File: src/hdl/gat_pkg.sv
// Package for the global address translation command front end.
// Assumes a 100 MHz mclk and an APB master with 32-bit data.
`default_nettype none

package gat_pkg;

	// -----------------------------------------------------------------
	// Bus and field widths
	// -----------------------------------------------------------------
	localparam int DATA_W = 32;
	localparam int ADDR_W = 12;
	localparam int PAGE_W = 20;
	localparam int CTX_W  = 8;

	// Command word fields
	localparam int PAGE_HI = 31;
	localparam int PAGE_LO = 12;
	localparam int RSV_HI  = 11;
	localparam int RSV_LO  = 8;
	localparam int CTX_HI  = 7;
	localparam int CTX_LO  = 0;

	// Status word field
	localparam int STAT_ACTIVE_BIT = 0;

	// pprot bit that marks a non-secure access
	localparam int PROT_NS_BIT = 1;

	// -----------------------------------------------------------------
	// Register byte offsets within one bank window
	// -----------------------------------------------------------------
	localparam logic [ADDR_W-1:0] OFS_S1_PRIV_READ  = 12'h000;
	localparam logic [ADDR_W-1:0] OFS_S1_PRIV_WRITE = 12'h004;
	localparam logic [ADDR_W-1:0] OFS_S1_USER_READ  = 12'h008;
	localparam logic [ADDR_W-1:0] OFS_S1_USER_WRITE = 12'h00c;
	localparam logic [ADDR_W-1:0] OFS_S12_PRIV_READ = 12'h010;
	localparam logic [ADDR_W-1:0] OFS_RESULT        = 12'h020;
	localparam logic [ADDR_W-1:0] OFS_STATUS        = 12'h024;

	// Secure-only alias window onto the non-secure copies
	localparam logic [ADDR_W-1:0] ALIAS_BASE = 12'h040;
	localparam logic [ADDR_W-1:0] WIN_MASK   = 12'h03f;

	localparam logic [DATA_W-1:0] ZERO_WORD   = 32'h0000_0000;
	localparam logic [DATA_W-1:0] RESULT_RST  = 32'h0000_0000;

	// Bank indices
	localparam int BANK_NS = 0;
	localparam int BANK_S  = 1;
	localparam int NBANK   = 2;

	// -----------------------------------------------------------------
	// Types
	// -----------------------------------------------------------------
	typedef enum logic [0:0] {
		GAT_IDLE = 1'b0,
		GAT_BUSY = 1'b1
	} gat_state_t;

endpackage

`default_nettype wire

File: src/hdl/gat_cmd_frontend.sv
// APB command front end for trial address translations.
// Assumes an outside walker that answers each request with one done pulse
// on mclk, result word alongside.
//
// Notes on behaviour
// [RULE_01] Any command write starts a translation; outcome lands in result reg. Here a command write while busy is dropped.
// [RULE_02] Command registers are 32-bit and write-only.
// [RULE_03] Page address from bits 31:12; bits 11:8 reserved.
// [RULE_04] Bits 7:0 select the context bank for stage 1.
// [RULE_05] Privileged-read commands (both kinds) check as a privileged read.
// [RULE_06] Stage 1 privileged write checks as a privileged write.
// [RULE_07] Stage 1 unprivileged read checks as an unprivileged read.
// [RULE_08] Stage 1 unprivileged write checks as an unprivileged write.
// [RULE_09] Stage 1 commands do only the first stage, no second stage.
// [RULE_10] Combined command does stage 1 then stage 2.
// [RULE_11] Access security state picks secure or non-secure command bank.
// [RULE_12] Secure copies exist only with security support present.
// [RULE_13] Secure-only alias reaches the non-secure command copies.
// [RULE_14] Status active bit is 1 while a command is in progress.
// [RULE_15] Software must not issue a command while one is active.
// [RULE_16] Reserved bits ignored; command reads return zero, no side effect.
// [RULE_17] Active clears in the cycle the result register is written.
//
// Our own choices: the APB interface to the registers and the placing of the registers.
`timescale 1ns/1ps
`default_nettype none

module gat_cmd_frontend
	import gat_pkg::*;
#(
	parameter bit SEC_EXT = 1'b1
) (
	input  wire logic              mclk,
	input  wire logic              rst_n,
	input  wire logic              psel,
	input  wire logic              penable,
	input  wire logic              pwrite,
	input  wire logic [ADDR_W-1:0] paddr,
	input  wire logic [DATA_W-1:0] pwdata,
	input  wire logic [3:0]        pstrb,
	input  wire logic [2:0]        pprot,
	output logic                   pready,
	output logic [DATA_W-1:0]      prdata,
	output logic                   pslverr,
	output logic                   xlatReq,
	output logic [PAGE_W-1:0]      xlatPage,
	output logic [CTX_W-1:0]       xlatCtx,
	output logic                   xlatPriv,
	output logic                   xlatWrite,
	output logic                   xlatTwoStage,
	output logic                   xlatSecure,
	input  wire logic              xlatDone,
	input  wire logic [DATA_W-1:0] xlatResult
);

	// ---------------------------------------------------------------
	// Reset release
	// ---------------------------------------------------------------
	logic rstMeta_q;
	logic rstSync_q;

	always_ff @(posedge mclk or negedge rst_n) begin
		if (!rst_n) begin
			rstMeta_q <= 1'b0;
			rstSync_q <= 1'b0;
		end else begin
			rstMeta_q <= 1'b1;
			rstSync_q <= rstMeta_q;
		end
	end

	// Assert at once, release two edges later so no flop leaves reset alone
	wire logic srst_n = rstSync_q;

	// ---------------------------------------------------------------
	// Address decode
	// ---------------------------------------------------------------
	logic              accSecure;
	logic              inAlias;
	logic              bankSel;
	logic [ADDR_W-1:0] winOfs;
	logic              isCmd;
	logic              isResult;
	logic              isStatus;
	logic              decErr;

	always_comb begin
		// Without security support every access is seen as non-secure
		accSecure = SEC_EXT && !pprot[PROT_NS_BIT];           // [RULE_12]
		inAlias   = (paddr & ~WIN_MASK) == ALIAS_BASE;
		winOfs    = paddr & WIN_MASK;
		bankSel   = inAlias ? 1'b0 : accSecure;                // [RULE_11] [RULE_13]
		isCmd     = (winOfs == OFS_S1_PRIV_READ)
		         || (winOfs == OFS_S1_PRIV_WRITE)
		         || (winOfs == OFS_S1_USER_READ)
		         || (winOfs == OFS_S1_USER_WRITE)
		         || (winOfs == OFS_S12_PRIV_READ);
		isResult  = winOfs == OFS_RESULT;
		isStatus  = winOfs == OFS_STATUS;
		// Alias is secure-only; anything outside both windows is unmapped
		decErr    = !(isCmd || isResult || isStatus)
		         || (inAlias && !accSecure)                    // [RULE_13]
		         || (!inAlias && (paddr & ~WIN_MASK) != ZERO_WORD[ADDR_W-1:0]);
	end

	// ---------------------------------------------------------------
	// APB handshake: one wait state, answer registered
	// ---------------------------------------------------------------
	logic              pready_q;
	logic              pready_d;
	logic [DATA_W-1:0] prdata_q;
	logic [DATA_W-1:0] prdata_d;
	logic              pslverr_q;
	logic              pslverr_d;
	logic [DATA_W-1:0] result_q [NBANK];
	logic              state_bank_active [NBANK];

	wire logic accDone = psel && penable && pready_q;

	always_comb begin
		pready_d  = psel && penable && !pready_q;
		prdata_d  = ZERO_WORD;
		pslverr_d = 1'b0;
		if (pready_d) begin
			pslverr_d = decErr || (!pwrite && 1'b0);
			if (!pwrite && !decErr) begin
				// Command registers read as zero with no side effect
				if (isResult) begin                            // [RULE_16] [RULE_02]
					prdata_d = result_q[bankSel];
				end else if (isStatus) begin
					prdata_d = ZERO_WORD;
					prdata_d[STAT_ACTIVE_BIT] = state_bank_active[bankSel]; // [RULE_14]
				end
			end
			// Result and status are read-only; writes there are refused
			if (pwrite && (isResult || isStatus)) begin
				pslverr_d = 1'b1;
			end
		end
	end

	always_ff @(posedge mclk or negedge srst_n) begin
		if (!srst_n) begin
			pready_q  <= 1'b0;
			prdata_q  <= ZERO_WORD;
			pslverr_q <= 1'b0;
		end else begin
			pready_q  <= pready_d;
			prdata_q  <= prdata_d;
			pslverr_q <= pslverr_d;
		end
	end

	assign pready  = pready_q;
	assign prdata  = prdata_q;
	assign pslverr = pslverr_q;

	// ---------------------------------------------------------------
	// Command sequencing
	// ---------------------------------------------------------------
	gat_state_t        state_q;
	gat_state_t        state_d;
	logic              reqBank_q;
	logic              reqBank_d;
	logic              xlatReq_q;
	logic              xlatReq_d;
	logic [PAGE_W-1:0] page_q;
	logic [PAGE_W-1:0] page_d;
	logic [CTX_W-1:0]  ctx_q;
	logic [CTX_W-1:0]  ctx_d;
	logic              priv_q;
	logic              priv_d;
	logic              wr_q;
	logic              wr_d;
	logic              two_q;
	logic              two_d;
	logic              cmdWrite;
	logic              finish;

	// Partial-strobe writes still start the command; the word is taken whole
	assign cmdWrite = accDone && pwrite && isCmd && !decErr;    // [RULE_02]
	assign finish   = (state_q == GAT_BUSY) && xlatDone;

	// One walk in flight for both banks: a command from either security
	// state while busy is dropped without an error response

	always_comb begin
		state_d   = state_q;
		reqBank_d = reqBank_q;
		xlatReq_d = 1'b0;
		page_d    = page_q;
		ctx_d     = ctx_q;
		priv_d    = priv_q;
		wr_d      = wr_q;
		two_d     = two_q;
		unique case (state_q)
			GAT_IDLE: begin
				// A second command while busy is dropped, not queued
				if (cmdWrite) begin                            // [RULE_01] [RULE_15]
					state_d   = GAT_BUSY;
					xlatReq_d = 1'b1;
					reqBank_d = bankSel;                       // [RULE_11]
					page_d    = pwdata[PAGE_HI:PAGE_LO];       // [RULE_03] [RULE_16]
					ctx_d     = pwdata[CTX_HI:CTX_LO];         // [RULE_04]
					unique case (winOfs)
						OFS_S1_PRIV_WRITE: begin               // [RULE_06]
							priv_d = 1'b1;
							wr_d   = 1'b1;
							two_d  = 1'b0;
						end
						OFS_S1_USER_READ: begin                // [RULE_07]
							priv_d = 1'b0;
							wr_d   = 1'b0;
							two_d  = 1'b0;
						end
						OFS_S1_USER_WRITE: begin               // [RULE_08]
							priv_d = 1'b0;
							wr_d   = 1'b1;
							two_d  = 1'b0;
						end
						OFS_S12_PRIV_READ: begin               // [RULE_05] [RULE_10]
							priv_d = 1'b1;
							wr_d   = 1'b0;
							two_d  = 1'b1;
						end
						default: begin                         // [RULE_05] [RULE_09]
							priv_d = 1'b1;
							wr_d   = 1'b0;
							two_d  = 1'b0;
						end
					endcase
				end
			end
			GAT_BUSY: begin
				if (xlatDone) begin                            // [RULE_17]
					state_d = GAT_IDLE;
				end
			end
		endcase
	end

	always_ff @(posedge mclk or negedge srst_n) begin
		if (!srst_n) begin
			state_q   <= GAT_IDLE;
			reqBank_q <= 1'b0;
			xlatReq_q <= 1'b0;
			page_q    <= '0;
			ctx_q     <= '0;
			priv_q    <= 1'b0;
			wr_q      <= 1'b0;
			two_q     <= 1'b0;
		end else begin
			state_q   <= state_d;
			reqBank_q <= reqBank_d;
			xlatReq_q <= xlatReq_d;
			page_q    <= page_d;
			ctx_q     <= ctx_d;
			priv_q    <= priv_d;
			wr_q      <= wr_d;
			two_q     <= two_d;
		end
	end

	assign xlatReq      = xlatReq_q;
	assign xlatPage     = page_q;
	assign xlatCtx      = ctx_q;
	assign xlatPriv     = priv_q;
	assign xlatWrite    = wr_q;
	assign xlatTwoStage = two_q;                                // [RULE_09] [RULE_10]
	assign xlatSecure   = reqBank_q;

	// ---------------------------------------------------------------
	// Per-bank result registers and active view
	// ---------------------------------------------------------------
	genvar b;
	generate
		for (b = 0; b < NBANK; b++) begin : gBank
			// Bank number as one bit, to compare with the stored bank
			localparam bit BANK_ID = 1'(b);

			logic [DATA_W-1:0] res_d;

			always_comb begin
				res_d = result_q[b];
				// Result write and active fall happen on the same edge
				if (finish && reqBank_q == BANK_ID) begin      // [RULE_01] [RULE_17]
					res_d = xlatResult;
				end
				state_bank_active[b] = (state_q == GAT_BUSY)
				                    && (reqBank_q == BANK_ID); // [RULE_14]
			end

			always_ff @(posedge mclk or negedge srst_n) begin
				if (!srst_n) begin
					result_q[b] <= RESULT_RST;
				end else begin
					result_q[b] <= res_d;
				end
			end
		end
	endgenerate

endmodule

`default_nettype wire

File: config.mk
export PLATFORM = sky130hd
export DESIGN_NAME = gat_cmd_frontend
export DESIGN_NICKNAME = d
export VERILOG_FILES = /design/src/hdl/gat_pkg.sv /design/src/hdl/gat_cmd_frontend.sv
export SDC_FILE = /design/constraint.sdc
export NUM_CORES = 1
export LEC_CHECK = 0
export BUFFER_PORTS_ARGS = -buffer_cell sky130_fd_sc_hd__buf_4
export CAP_MARGIN = 20
export CORE_MARGIN = 2
export CORE_UTILIZATION = 52
export CTS_CLUSTER_DIAMETER = 50
export DETAILED_ROUTE_END_ITERATION = 10
export PLACE_DENSITY = 0.88
export SETUP_SLACK_MARGIN = 0.1
export SYNTH_ARGS = -nofsm -noshare
export SYNTH_HDL_FRONTEND = slang
export SYNTH_SLANG_ARGS = --single-unit
File: constraint.sdc
create_clock -name mclk -period 5.7 [get_ports mclk]
set_clock_uncertainty 0.15 [all_clocks]
set_input_delay 0.855 -clock mclk [delete_from_list [all_inputs] [get_ports mclk]]
set_output_delay 0.855 -clock mclk [all_outputs]
set_load 0.02 [all_outputs]
* Word level (Yosys, flattened, before mapping)
Cells that the tools add are included.
** Cells by class
- Order comparisons :: 1
- Equal/unequal tests :: 7
- Mux-type cells :: 20
- Bitwise logic cells :: 3
- Reduce and logical (&&, ||, !) cells :: 35
** Operators by type and width (count)
- 2-to-1 mux 32 bit :: 6
- logical AND 1 bit :: 15
- 2-to-1 mux 1 bit :: 13
- == test 6 x 4 -> 1 bit (second input constant) :: 2
- == test 6 bit (second input constant) :: 2
- logical NOT 12 bit :: 1
- nonzero test 12 bit :: 1
- logical OR 1 bit :: 9
- == test 6 x 1 -> 1 bit (second input constant) :: 1
- == test 6 x 3 -> 1 bit (second input constant) :: 1
- == test 6 x 5 -> 1 bit (second input constant) :: 1
- logical NOT 1 bit :: 6
- OR reduction 2 bit :: 2
- greater-or-equal comparator 2 bit (second input constant) :: 1
- inverter 1 bit :: 2
- inverter 1 -> 2 bit :: 1
- case mux 1 bit (2 select lines) :: 1
- AND reduction 2 bit :: 1
** Storage, ports and cells
- Register bits after elaboration :: 134
- Input port bits :: 89
- Output and inout bits :: 67
- Word-level logic and storage cells :: 81

* Logic depth before layout (Yosys ltp)
Gate-level depths: netlist of the first run.
- Depth after elaboration :: 14
- Mapped depth :: 6
- Mapped depth without buffers :: 4

* Worst setup path before layout of the first run
Ideal clock, no wire load.
- Kind :: input to register
- Start :: in paddr[9]
- End :: reg ctx_q[0], in the netlist xlatCtx[0]
- Setup time :: 128 ps
- Arrival time :: 2071 ps
- Slack :: 3351 ps
- Cell stages on the path :: 5
- Path buffers :: 1
- Cell sequence :: nor4_2 -> and3b_2 -> nand4_4 -> buf_6 -> mux2_1
** Between the ends
- Longest elaborated chain between the ends :: 7
- Elaborated cells between the ends (all ways) :: 10
- Those cells by class :: eq/ne: 1; reduce/logical: 9
** Ends and longest elaborated chain
- from (decl) :: line gat_cmd_frontend.sv:38 : input wire logic [ADDR_W-1:0] paddr,
- == test 6 x 1 -> 1 bit :: line gat_cmd_frontend.sv:90 : inAlias = (paddr & ~WIN_MASK) == ALIAS_BASE;
- logical AND 1 bit or logical NOT 1 bit (tied branches) :: line gat_cmd_frontend.sv:102, gat_cmd_frontend.sv:103
- logical OR 1 bit or logical AND 1 bit (tied branches) :: line gat_cmd_frontend.sv:102, gat_cmd_frontend.sv:103
- logical OR 1 bit (*) :: line gat_cmd_frontend.sv:103 : || (!inAlias && (paddr & ~WIN_MASK) != ZERO_WORD[ADDR_W-1:0]);
- logical NOT 1 bit (*) :: line gat_cmd_frontend.sv:181 : assign cmdWrite = accDone && pwrite && isCmd && !decErr;
- logical AND 1 bit (*) :: line gat_cmd_frontend.sv:181
- AND reduction 2 bit (no source line) (*)
- to (signal assigned) :: line gat_cmd_frontend.sv:257 : ctx_q <= ctx_d;
- to (decl) :: line gat_cmd_frontend.sv:169 : logic [CTX_W-1:0] ctx_q;
Mark *: on every way between the ends. The rest lies on a longest branch, timed or not.
A chain may end at the register's enable or synchronous reset.

* Worst setup path after layout of the first run
Same ends and word-level chain as after synthesis.

==> impl_metrics.env, run 1 <==
export IMPL_status="complete, no violations"
export IMPL_critPathTopFamily="simple AND/OR/NAND/NOR gates"
export IMPL_hp_class="flip-flop to flip-flop"
export IMPL_whs_ps=204.9
export IMPL_place_hpwl_um=7414
export IMPL_total_power_uw=2137
export IMPL_wl_per_cell_um=16.77
export IMPL_cts_resized=0
export IMPL_post_drt_via_cell_ratio=5.160
export IMPL_power_internal_uw=1693
export IMPL_layout_cells_non_filler=683
export IMPL_slew_violations=0
export IMPL_worstPathMaxFanout=34
export IMPL_fp_dieH_um=105.8
export IMPL_start_util=0.5295
export IMPL_critical_path_required_ps=5950
export IMPL_ioPinCount=156
export IMPL_cp_num_cells=5
export IMPL_yosysWarnings=0
export IMPL_combPwrFrac=0.050
export IMPL_cts_max_level=4
export IMPL_setup_worst_path_start_class="input port"
export IMPL_vias=3524
export IMPL_syn_inst=386
export IMPL_ys_ff_latch=134
export IMPL_synth_area_um2=5393
export IMPL_clock_sinks=134
export IMPL_worst_pin_slew_ps=960.8
export IMPL_top_layer="met4"
export IMPL_ys_async_sr_fraction=1.000
export IMPL_synth_nets=475
export IMPL_period_minus_slack_ps=2856
export IMPL_irDropWorstVdd_uv=172.4
export IMPL_clk_latency_ps=520
export IMPL_seqPwrFrac=0.464
export IMPL_m1WireLength_um=4668
export IMPL_clkPwrFrac=0.486
export IMPL_clockBufferDepth=2
export IMPL_drive_above_1_share=0.5521
export IMPL_num_nets_final=624
export IMPL_worst_endpoint_arrival_ps=3100
export IMPL_drv_cap=0
export IMPL_wl_met3_um=682
export IMPL_cts_root_buf="clkbuf_8"
export IMPL_rr_worst_depth=3
export IMPL_dr_wl_met2_um=5955
export IMPL_overflow=0
export IMPL_p_leak_uw=0.003698
export IMPL_first_global_vias=3827
export IMPL_grt_pass1_wl_um=18730
export IMPL_mostFrequentLayoutCells="buf_4, dfrtp_1, nand2_1"
export IMPL_end_kind="flip-flop"
export IMPL_hold_path_cell_count=0
export IMPL_rsz0062_at_grt="no"
export IMPL_cp_cell_sequence="buf_4 > nor4_2 > and3b_2 > nand4_4 > mux2_1"
export IMPL_p_sw_frac=0.2078
export IMPL_drt_pass1_iter_count=4
export IMPL_switchingPower_uw=444.0
export IMPL_numCtsBuffers=17
export IMPL_path_clk_slew_ps=60
export IMPL_avgSynthCellArea_um2=13.97
export IMPL_core_region_area_um2=10180
export IMPL_antenna_found_initial=0
export IMPL_final_setup_viol_count=0
export IMPL_tns_ps=0
export IMPL_die_x_um=105.8
export IMPL_worst_path_largest_cell_delay_ps=630
export IMPL_mostFrequentLayoutCell="buf_4"
export IMPL_syn_to_final_growth_pct=32.85
export IMPL_post_route_period_util=0.5011
export IMPL_synth_cell_types=32
export IMPL_power_density_nw_per_um2=298.3
export IMPL_fmax_mhz=350.1
export IMPL_hold_viol=0
export IMPL_fill_cells=708
export IMPL_dp_cells=651
export IMPL_route_detailed_drc=0
export IMPL_ys_seq_area_frac=0.6218
export IMPL_die_area_um2=11200
export IMPL_drt_total_wl_um=11460
export IMPL_ant_nets=0
export IMPL_ff2ff_setup_slack_ps=3290
export IMPL_drt_iter0_drc=98
export IMPL_numPortBuffers=145
export IMPL_cp_num_buf_inv=1
export IMPL_cts_tree="done"
export IMPL_rows=37
export IMPL_track_usage=0.2190
export IMPL_crit_type="input port to flip-flop"
export IMPL_synth_flop_cell="dfrtp_1"
export IMPL_slowest_stage="nand4_4"
export IMPL_grt_max_degree=79
export IMPL_maxSlewHeadroom=0.3580
export IMPL_synth_edf_count=0
export IMPL_n_antenna_cell=0
export IMPL_gp_congestion=0.7534
cells in the mapped netlist (2+ instances only):
master	n	area, µm²
a21oi_1	13	65.06
a21oi_2	20	175.2
buf_1	4	15.01
buf_6	6	67.56
clkbuf_1	8	30.03
dfrtp_1	134	3353
inv_1	4	15.01
mux2_2	69	777.0
mux2_4	25	375.4
mux2i_1	2	20.02
nand2_1	71	266.5
nand3_1	3	15.01
nor2_1	3	11.26
nor3_1	3	15.01
o21a_1	2	15.01
o21ai_0	2	10.01
or4_1	2	15.01
through the flow:
stage / util / instance area (µm²) / setup slack (ps)
2_1_floorplan: - / 5393 / 1540
3_3_place_gp: 0.6462 / 6581 / 2362
3_5_place_dp: 0.6462 / 6581 / 2285
4_1_cts: 0.7034 / 7164 / 2813
5_1_grt: 0.7034 / 7164 / 2728
6_report: 0.7034 / 7164 / 2844
area by class of cell:
cell class	instances	area, µm²	area share
sequential	134	3357	0.4686
multi-input combinational	229	1928	0.2691
timing repair buffer	149	1121	0.1565
clock buffer	22	473.0	0.06601
tap	136	170.2	0.02375
clock inverter	9	100.1	0.01397
inverter	4	15.01	0.002096
final timing paths:
path / end / startpoint
min in group asynchronous: result_q[44] / rstSync_q
worst max register to register: xlatCtx[0] / state_q
worst min-delay path: rstSync_q / rstMeta_q
worst min register to register: rstSync_q / rstMeta_q
max in group asynchronous: result_q[34] / rstSync_q
worst max-delay path: xlatCtx[0] / paddr[9]
per-layer routing:
metal  track usage  up-vias
met3       0.06741       15
li1              -     1622
met4       0.08835        0
met1        0.2519     1767
met2        0.3811      120
met5             0        -
logic make-up after synthesis:
kind of cell / share of synthesized area
other: 0.0006954
multiplexers: 0.2195
AO/OA/AOI/OAI: 0.05174
buffers and inverters: 0.02459
AND/OR/NAND/NOR: 0.08167
flip-flops: 0.6218
timing repair:
item	in CTS	in global routing
buffers inserted	0	0
endpoints found under the hold margin	2	0
hold buffers	1	0
endpoints found under the setup margin	0	0
sequential cells by signal, indices dropped and copies added, names as in the netlist:
register      flops
result_q         64
prdata           32
xlatPage         20
xlatCtx           8
pready            1
pslverr           1
rstMeta_q         1
rstSync_q         1
state_q           1
xlatPriv          1
xlatReq           1
xlatSecure        1
xlatTwoStage      1
xlatWrite         1
power groups by stage:
stage | clock, µW | sequential (µW) | combinational [µW]
finish | 1040 | 992 | 108
global route | 1100 | 995 | 119
CTS | 1060 | 992 | 110
detailed placement | 0 | 1010 | 108
global placement | 0 | 1010 | 103
floorplan | 0 | 1010 | 37.1
(Power assumes the default switching activity.)
==> run 2, diff against run 1 <==
==> constraint.sdc (replaced) <==
create_clock -name mclk -period 2.8 [get_ports mclk]
set_clock_uncertainty 0.15 [all_clocks]
set_input_delay 0.42 -clock mclk [delete_from_list [all_inputs] [get_ports mclk]]
set_output_delay 0.42 -clock mclk [all_outputs]
set_load 0.02 [all_outputs]
==> run 2 against run 1 <==
Via count increased by 10%. Sequential cell count unchanged. Clock power increased by 110%. Die area unchanged. Largest cell class unchanged. Sequential power increased by 100%. Utilization increased by 6.8 points. First-iteration DRC count increased by 24%. Final area increased by 9.6%.
==> impl_metrics.env, run 2 (synthesis results as in run 1) <==
export IMPL_num_nets_final=692
export IMPL_final_setup_viol_count=0
export IMPL_setup_worst_path_start_class="flip-flop"
export IMPL_crit_type="flip-flop to flip-flop"
export IMPL_status="complete, no violations"
export IMPL_fmax_mhz=471.7
export IMPL_route_detailed_drc=0
export IMPL_final_area_um2=7855
export IMPL_start_util=0.5295
export IMPL_antenna_found_initial=0
export IMPL_die_x_um=105.8
export IMPL_power_internal_uw=3576
export IMPL_worst_endpoint_arrival_ps=2370
export IMPL_period_minus_slack_ps=2120
export IMPL_drt_total_wl_um=14010
export IMPL_hold_buffers=61
export IMPL_end_kind="flip-flop"
export IMPL_cts_resized=0
export IMPL_first_global_vias=4317
export IMPL_numPortBuffers=145
export IMPL_hold_viol=0
export IMPL_critical_path_required_ps=3050
export IMPL_rows=37
export IMPL_mostFrequentLayoutCell="buf_4"
export IMPL_post_route_period_util=0.7572
export IMPL_worst_pin_slew_ps=917.4
export IMPL_post_cts_buffers=0
export IMPL_post_drt_via_cell_ratio=5.160
export IMPL_mostFrequentLayoutCells="buf_4, dfrtp_1, nand2_1"
export IMPL_gp_congestion=0.7353
export IMPL_wl_per_cell_um=18.65
export IMPL_vias=3875
export IMPL_place_area_um2=6646
export IMPL_combPwrFrac=0.067
export IMPL_ioPinCount=156
export IMPL_syn_to_final_growth_pct=45.66
export IMPL_place_hpwl_um=8207
export IMPL_rsz0062_at_grt="no"
export IMPL_numCtsBuffers=17
export IMPL_maxSlewHeadroom=0.3877
export IMPL_cts_tree="done"
export IMPL_power_density_nw_per_um2=576.2
export IMPL_die_area_um2=11200
export IMPL_overflow=0
export IMPL_clockBufferDepth=2
export IMPL_regMostFlops="result_q"
export IMPL_cts_root_buf="clkbuf_8"
export IMPL_clock_sinks=134
export IMPL_switchingPower_uw=950.0
export IMPL_worstPathMaxFanout=32
export IMPL_grt_max_degree=59
export IMPL_fp_dieH_um=105.8
export IMPL_p_leak_uw=0.003994
export IMPL_ant_nets=0
export IMPL_fill_cells=609
export IMPL_irDropWorstVdd_uv=378.1
export IMPL_drive_above_1_share=0.5008
export IMPL_clkPwrFrac=0.487
export IMPL_path_clk_slew_ps=60
export IMPL_cts_max_level=4
export IMPL_n_antenna_cell=0
export IMPL_seqPwrFrac=0.446
export IMPL_track_usage=0.2687
export IMPL_core_region_area_um2=10180
export IMPL_drt_iter0_drc=122
export IMPL_grt_pass1_wl_um=22740
export IMPL_clk_latency_ps=520
export IMPL_tns_ps=0
export IMPL_largest_reg_flops=64
export IMPL_slew_violations=0
export IMPL_drt_pass1_iter_count=4
export IMPL_p_sw_frac=0.2099
export IMPL_drv_cap=0
export IMPL_hp_class="input port to async pin"
==> run 2: cell count changes in the layout (fill, tap and decap cells not counted), sizes merged <==
cell,delta
dlygate4sd3,+61
buf,+7
bufinv,+1
clkinv,-1
==> run 2: power by group through the flow <==
stage                     Clock, µW  Sequential, µW  Combinational, µW
after floorplan                   0            2060               75.6
after global placement            0            2050                217
after detailed placement          0            2050                228
after CTS                      2230            2020                300
after global routing           2320            2030                330
final                          2200            2020                304
==> run 2: worst paths after layout <==
kind,startpoint,to,slack [ps],depth (start not counted)
worst max-delay path,xlatSecure,result_q[40],680,3
worst min register to register,rstMeta_q,rstSync_q,200,0
worst min-delay path,rst_n,rstSync_q,60,2
max in group asynchronous,rstSync_q,xlatPage[7],1470,1
min in group mclk,paddr[2],xlatWrite,60,3
worst max register to register,xlatSecure,result_q[40],680,3
==> run 2: per-stage QoR <==
stage / total power [µW] / util / setup WS (ps) / hold WS [ps] / std cells
finish: 4526 / 0.7713 / 679.9 / 55.19 / 751
global route: 4681 / 0.7713 / 591.2 / 53.54 / 751
CTS: 4548 / 0.7703 / 655.4 / 0.5766 / 750
detailed placement: 2281 / 0.6526 / 504.0 / 56.34 / 658
global placement: 2265 / 0.6526 / 554.9 / 53.60 / 658
floorplan: 2137 / - / 421.3 / -25.59 / 386
==> run 2: cell type report <==
| cell class | instances | area, µm² | share of cell area |
|---|---|---|---|
| Clock buffer | 22 | 462.9 | 0.05894 |
| Timing Repair Buffer | 217 | 1797 | 0.2287 |
| Sequential cell | 134 | 3357 | 0.4274 |
| Clock inverter | 9 | 125.1 | 0.01593 |
| Multi-Input combinational cell | 229 | 1928 | 0.2455 |
| Inverter | 4 | 15.01 | 0.001911 |
| Tap cell | 136 | 170.2 | 0.02166 |
==> run 2: per-layer routing <==
layer,GRT usage,share of wire,up-vias
li1,-,-,1754
met1,0.3058,0.39,1946
met2,0.4719,0.53,137
met3,0.07297,0.051,38
met4,0.1212,0.033,0
met5,0,0,-
==> run 2: worst max-delay path, cell delays in order (launching register included) <==
cell and delay (ps):
dfrtp_1 410, inv_1 130, nand3_2 710, mux2_2 580
==> run 3, diff against run 2 <==
--- a/config.mk
+++ b/config.mk
@@ -8,10 +8,10 @@
 export BUFFER_PORTS_ARGS = -buffer_cell sky130_fd_sc_hd__buf_4
 export CAP_MARGIN = 20
 export CORE_MARGIN = 2
-export CORE_UTILIZATION = 52
+export CORE_UTILIZATION = 47
 export CTS_CLUSTER_DIAMETER = 50
 export DETAILED_ROUTE_END_ITERATION = 10
-export PLACE_DENSITY = 0.88
+export PLACE_DENSITY = 0.84
 export SETUP_SLACK_MARGIN = 0.1
 export SYNTH_ARGS = -nofsm -noshare
 export SYNTH_HDL_FRONTEND = slang
==> constraint.sdc (replaced) <==
create_clock -name mclk -period 1.7 [get_ports mclk]
set_clock_uncertainty 0.15 [all_clocks]
set_input_delay 0.255 -clock mclk [delete_from_list [all_inputs] [get_ports mclk]]
set_output_delay 0.255 -clock mclk [all_outputs]
set_load 0.02 [all_outputs]
==> run 3 against run 2 <==
Worst setup slack got worse by 570 ps. Combinational power increased by 80%. Non-clock buffer count increased by 22. Critical endpoint is now xlatCtx[6].
==> impl_metrics.env, run 3 (synthesis results as in run 1) <==
export IMPL_track_usage=0.2259
export IMPL_n_antenna_cell=0
export IMPL_syn_to_final_growth_pct=51.60
export IMPL_numCtsBuffers=17
export IMPL_whs_ps=94.07
export IMPL_final_area_um2=8175
export IMPL_drv_cap=0
export IMPL_irDropWorstVdd_uv=791.8
export IMPL_cp_cell_sequence="nand2_1 > nor3_4 > nand4_4 > buf_12 > mux2_4"
export IMPL_slew_violations=0
export IMPL_critPathTopFamily="simple AND/OR/NAND/NOR gates"
export IMPL_path_clk_slew_ps=60
export IMPL_mostFrequentLayoutCells="buf_4, dfrtp_1, nand2_1"
export IMPL_ioPinCount=156
export IMPL_worstPathMaxFanout=22
export IMPL_rr_worst_depth=5
export IMPL_die_x_um=111.1
export IMPL_worst_endpoint_arrival_ps=1740
export IMPL_reg2reg_from="pready"
export IMPL_drt_iter0_drc=161
export IMPL_post_drt_via_cell_ratio=4.999
export IMPL_rows=39
export IMPL_grt_max_degree=45
export IMPL_route_detailed_drc=0
export IMPL_setup_worst_path_start_class="flip-flop"
export IMPL_largest_reg_flops=64
export IMPL_hp_class="flip-flop to async pin"
export IMPL_place_area_um2=6937
export IMPL_fp_dieH_um=111.1
export IMPL_grt_pass1_wl_um=21690
export IMPL_ant_nets=0
export IMPL_start_util=0.4763
export IMPL_core_region_area_um2=11320
export IMPL_clk_latency_ps=420
export IMPL_p_leak_uw=0.004132
export IMPL_num_nets_final=714
export IMPL_ff2ff_setup_slack_ps=110
export IMPL_rsz0062_at_grt="yes"
export IMPL_tns_ps=0
export IMPL_die_area_um2=12350
export IMPL_cp_num_buf_inv=1
export IMPL_power_density_nw_per_um2=907.3
export IMPL_mostFrequentLayoutCell="buf_4"
export IMPL_cts_max_level=4
export IMPL_numPortBuffers=145
export IMPL_first_global_vias=4363
export IMPL_critical_path_required_ps=1840
export IMPL_fmax_mhz=628.6
export IMPL_vias=3904
export IMPL_final_setup_viol_count=0
export IMPL_drive_above_1_share=0.5345
export IMPL_end_kind="flip-flop"
export IMPL_status="complete, no violations"
export IMPL_drt_pass1_iter_count=4
export IMPL_overflow=0
export IMPL_antenna_found_initial=0
export IMPL_cts_tree="done"
export IMPL_cts_root_buf="clkbuf_16"
export IMPL_post_place_ws_ps=-278.3
export IMPL_regMostFlops="result_q"
export IMPL_period_minus_slack_ps=1591
export IMPL_worst_path_largest_cell_delay_ps=390
export IMPL_place_hpwl_um=8241
export IMPL_clock_sinks=134
export IMPL_crit_type="flip-flop to flip-flop"
export IMPL_r2r_end="xlatCtx[6]"
export IMPL_fin_util=0.7221
export IMPL_post_route_period_util=0.9358
export IMPL_slowest_stage="dfrtp_2"
export IMPL_wl_per_cell_um=16.91
export IMPL_worst_slack_ps=109.2
export IMPL_gp_congestion=0.7945
export IMPL_hold_viol=0
export IMPL_clockBufferDepth=2
export IMPL_drt_total_wl_um=13210
## run 3: metrics by stage
step	power [µW]	cells
final	7418	781
after global routing	7686	781
after CTS	7482	780
after detailed placement	3796	685
after global placement	3772	685
after floorplan	3524	386
## run 3: worst register-to-register path, delay by kind of cell, from the launching register on
kind          cells  cell delay (ps)
flops             1              390
simple gates      3              400
mux               1              320
buf+inv           1              200
## run 3: power by group
group | leakage, µW | total (µW) | switching (µW) | internal, µW
combinational | 0.00203 | 546 | 223 | 323
clock | 0.000276 | 3560 | 1290 | 2270
sequential | 0.00182 | 3320 | 49.7 | 3270
total | 0.00413 | 7420 | 1560 | 5850
## run 3: final cells by class
type                       instances  area [µm²]
sequential                       134        3358
inverter                           4       15.01
tap                              143       178.9
clock inverter                     8       97.59
fill                             729        3146
multi-input combinational        229        1989
clock buffer                      24       481.7
timing repair buffer             239        2054
## run 3: worst max path at each step
stage                          from      endpoint  slack [ps]  cells after the start
after floorplan           paddr[10]    xlatCtx[5]          -3                      5
after global placement    paddr[10]    xlatCtx[6]        -250                      6
after detailed placement  paddr[10]  xlatPage[15]        -280                      6
after CTS                    pready    xlatCtx[5]          90                      5
after global routing         pready    xlatCtx[0]          40                      5
final                        pready    xlatCtx[6]         110                      5
## run 3: timing repair
| action | CTS | global route |
|---|---|---|
| resized for setup | 1 | 4 |
| pin swaps | 0 | 0 |
| buffers inserted | 0 | 1 |
| hold buffers | 63 | 0 |
| hold endpoints to repair | 95 | 0 |
| setup endpoints to repair | 23 | 81 |
## run 3: layer usage
| metal | track usage | routed length [µm] |
|---|---|---|
| met1 | 0.2712 | 5545 |
| met2 | 0.3902 | 6782 |
| met3 | 0.06233 | 640 |
| met4 | 0.08395 | 243 |
| met5 | 0 | 0 |
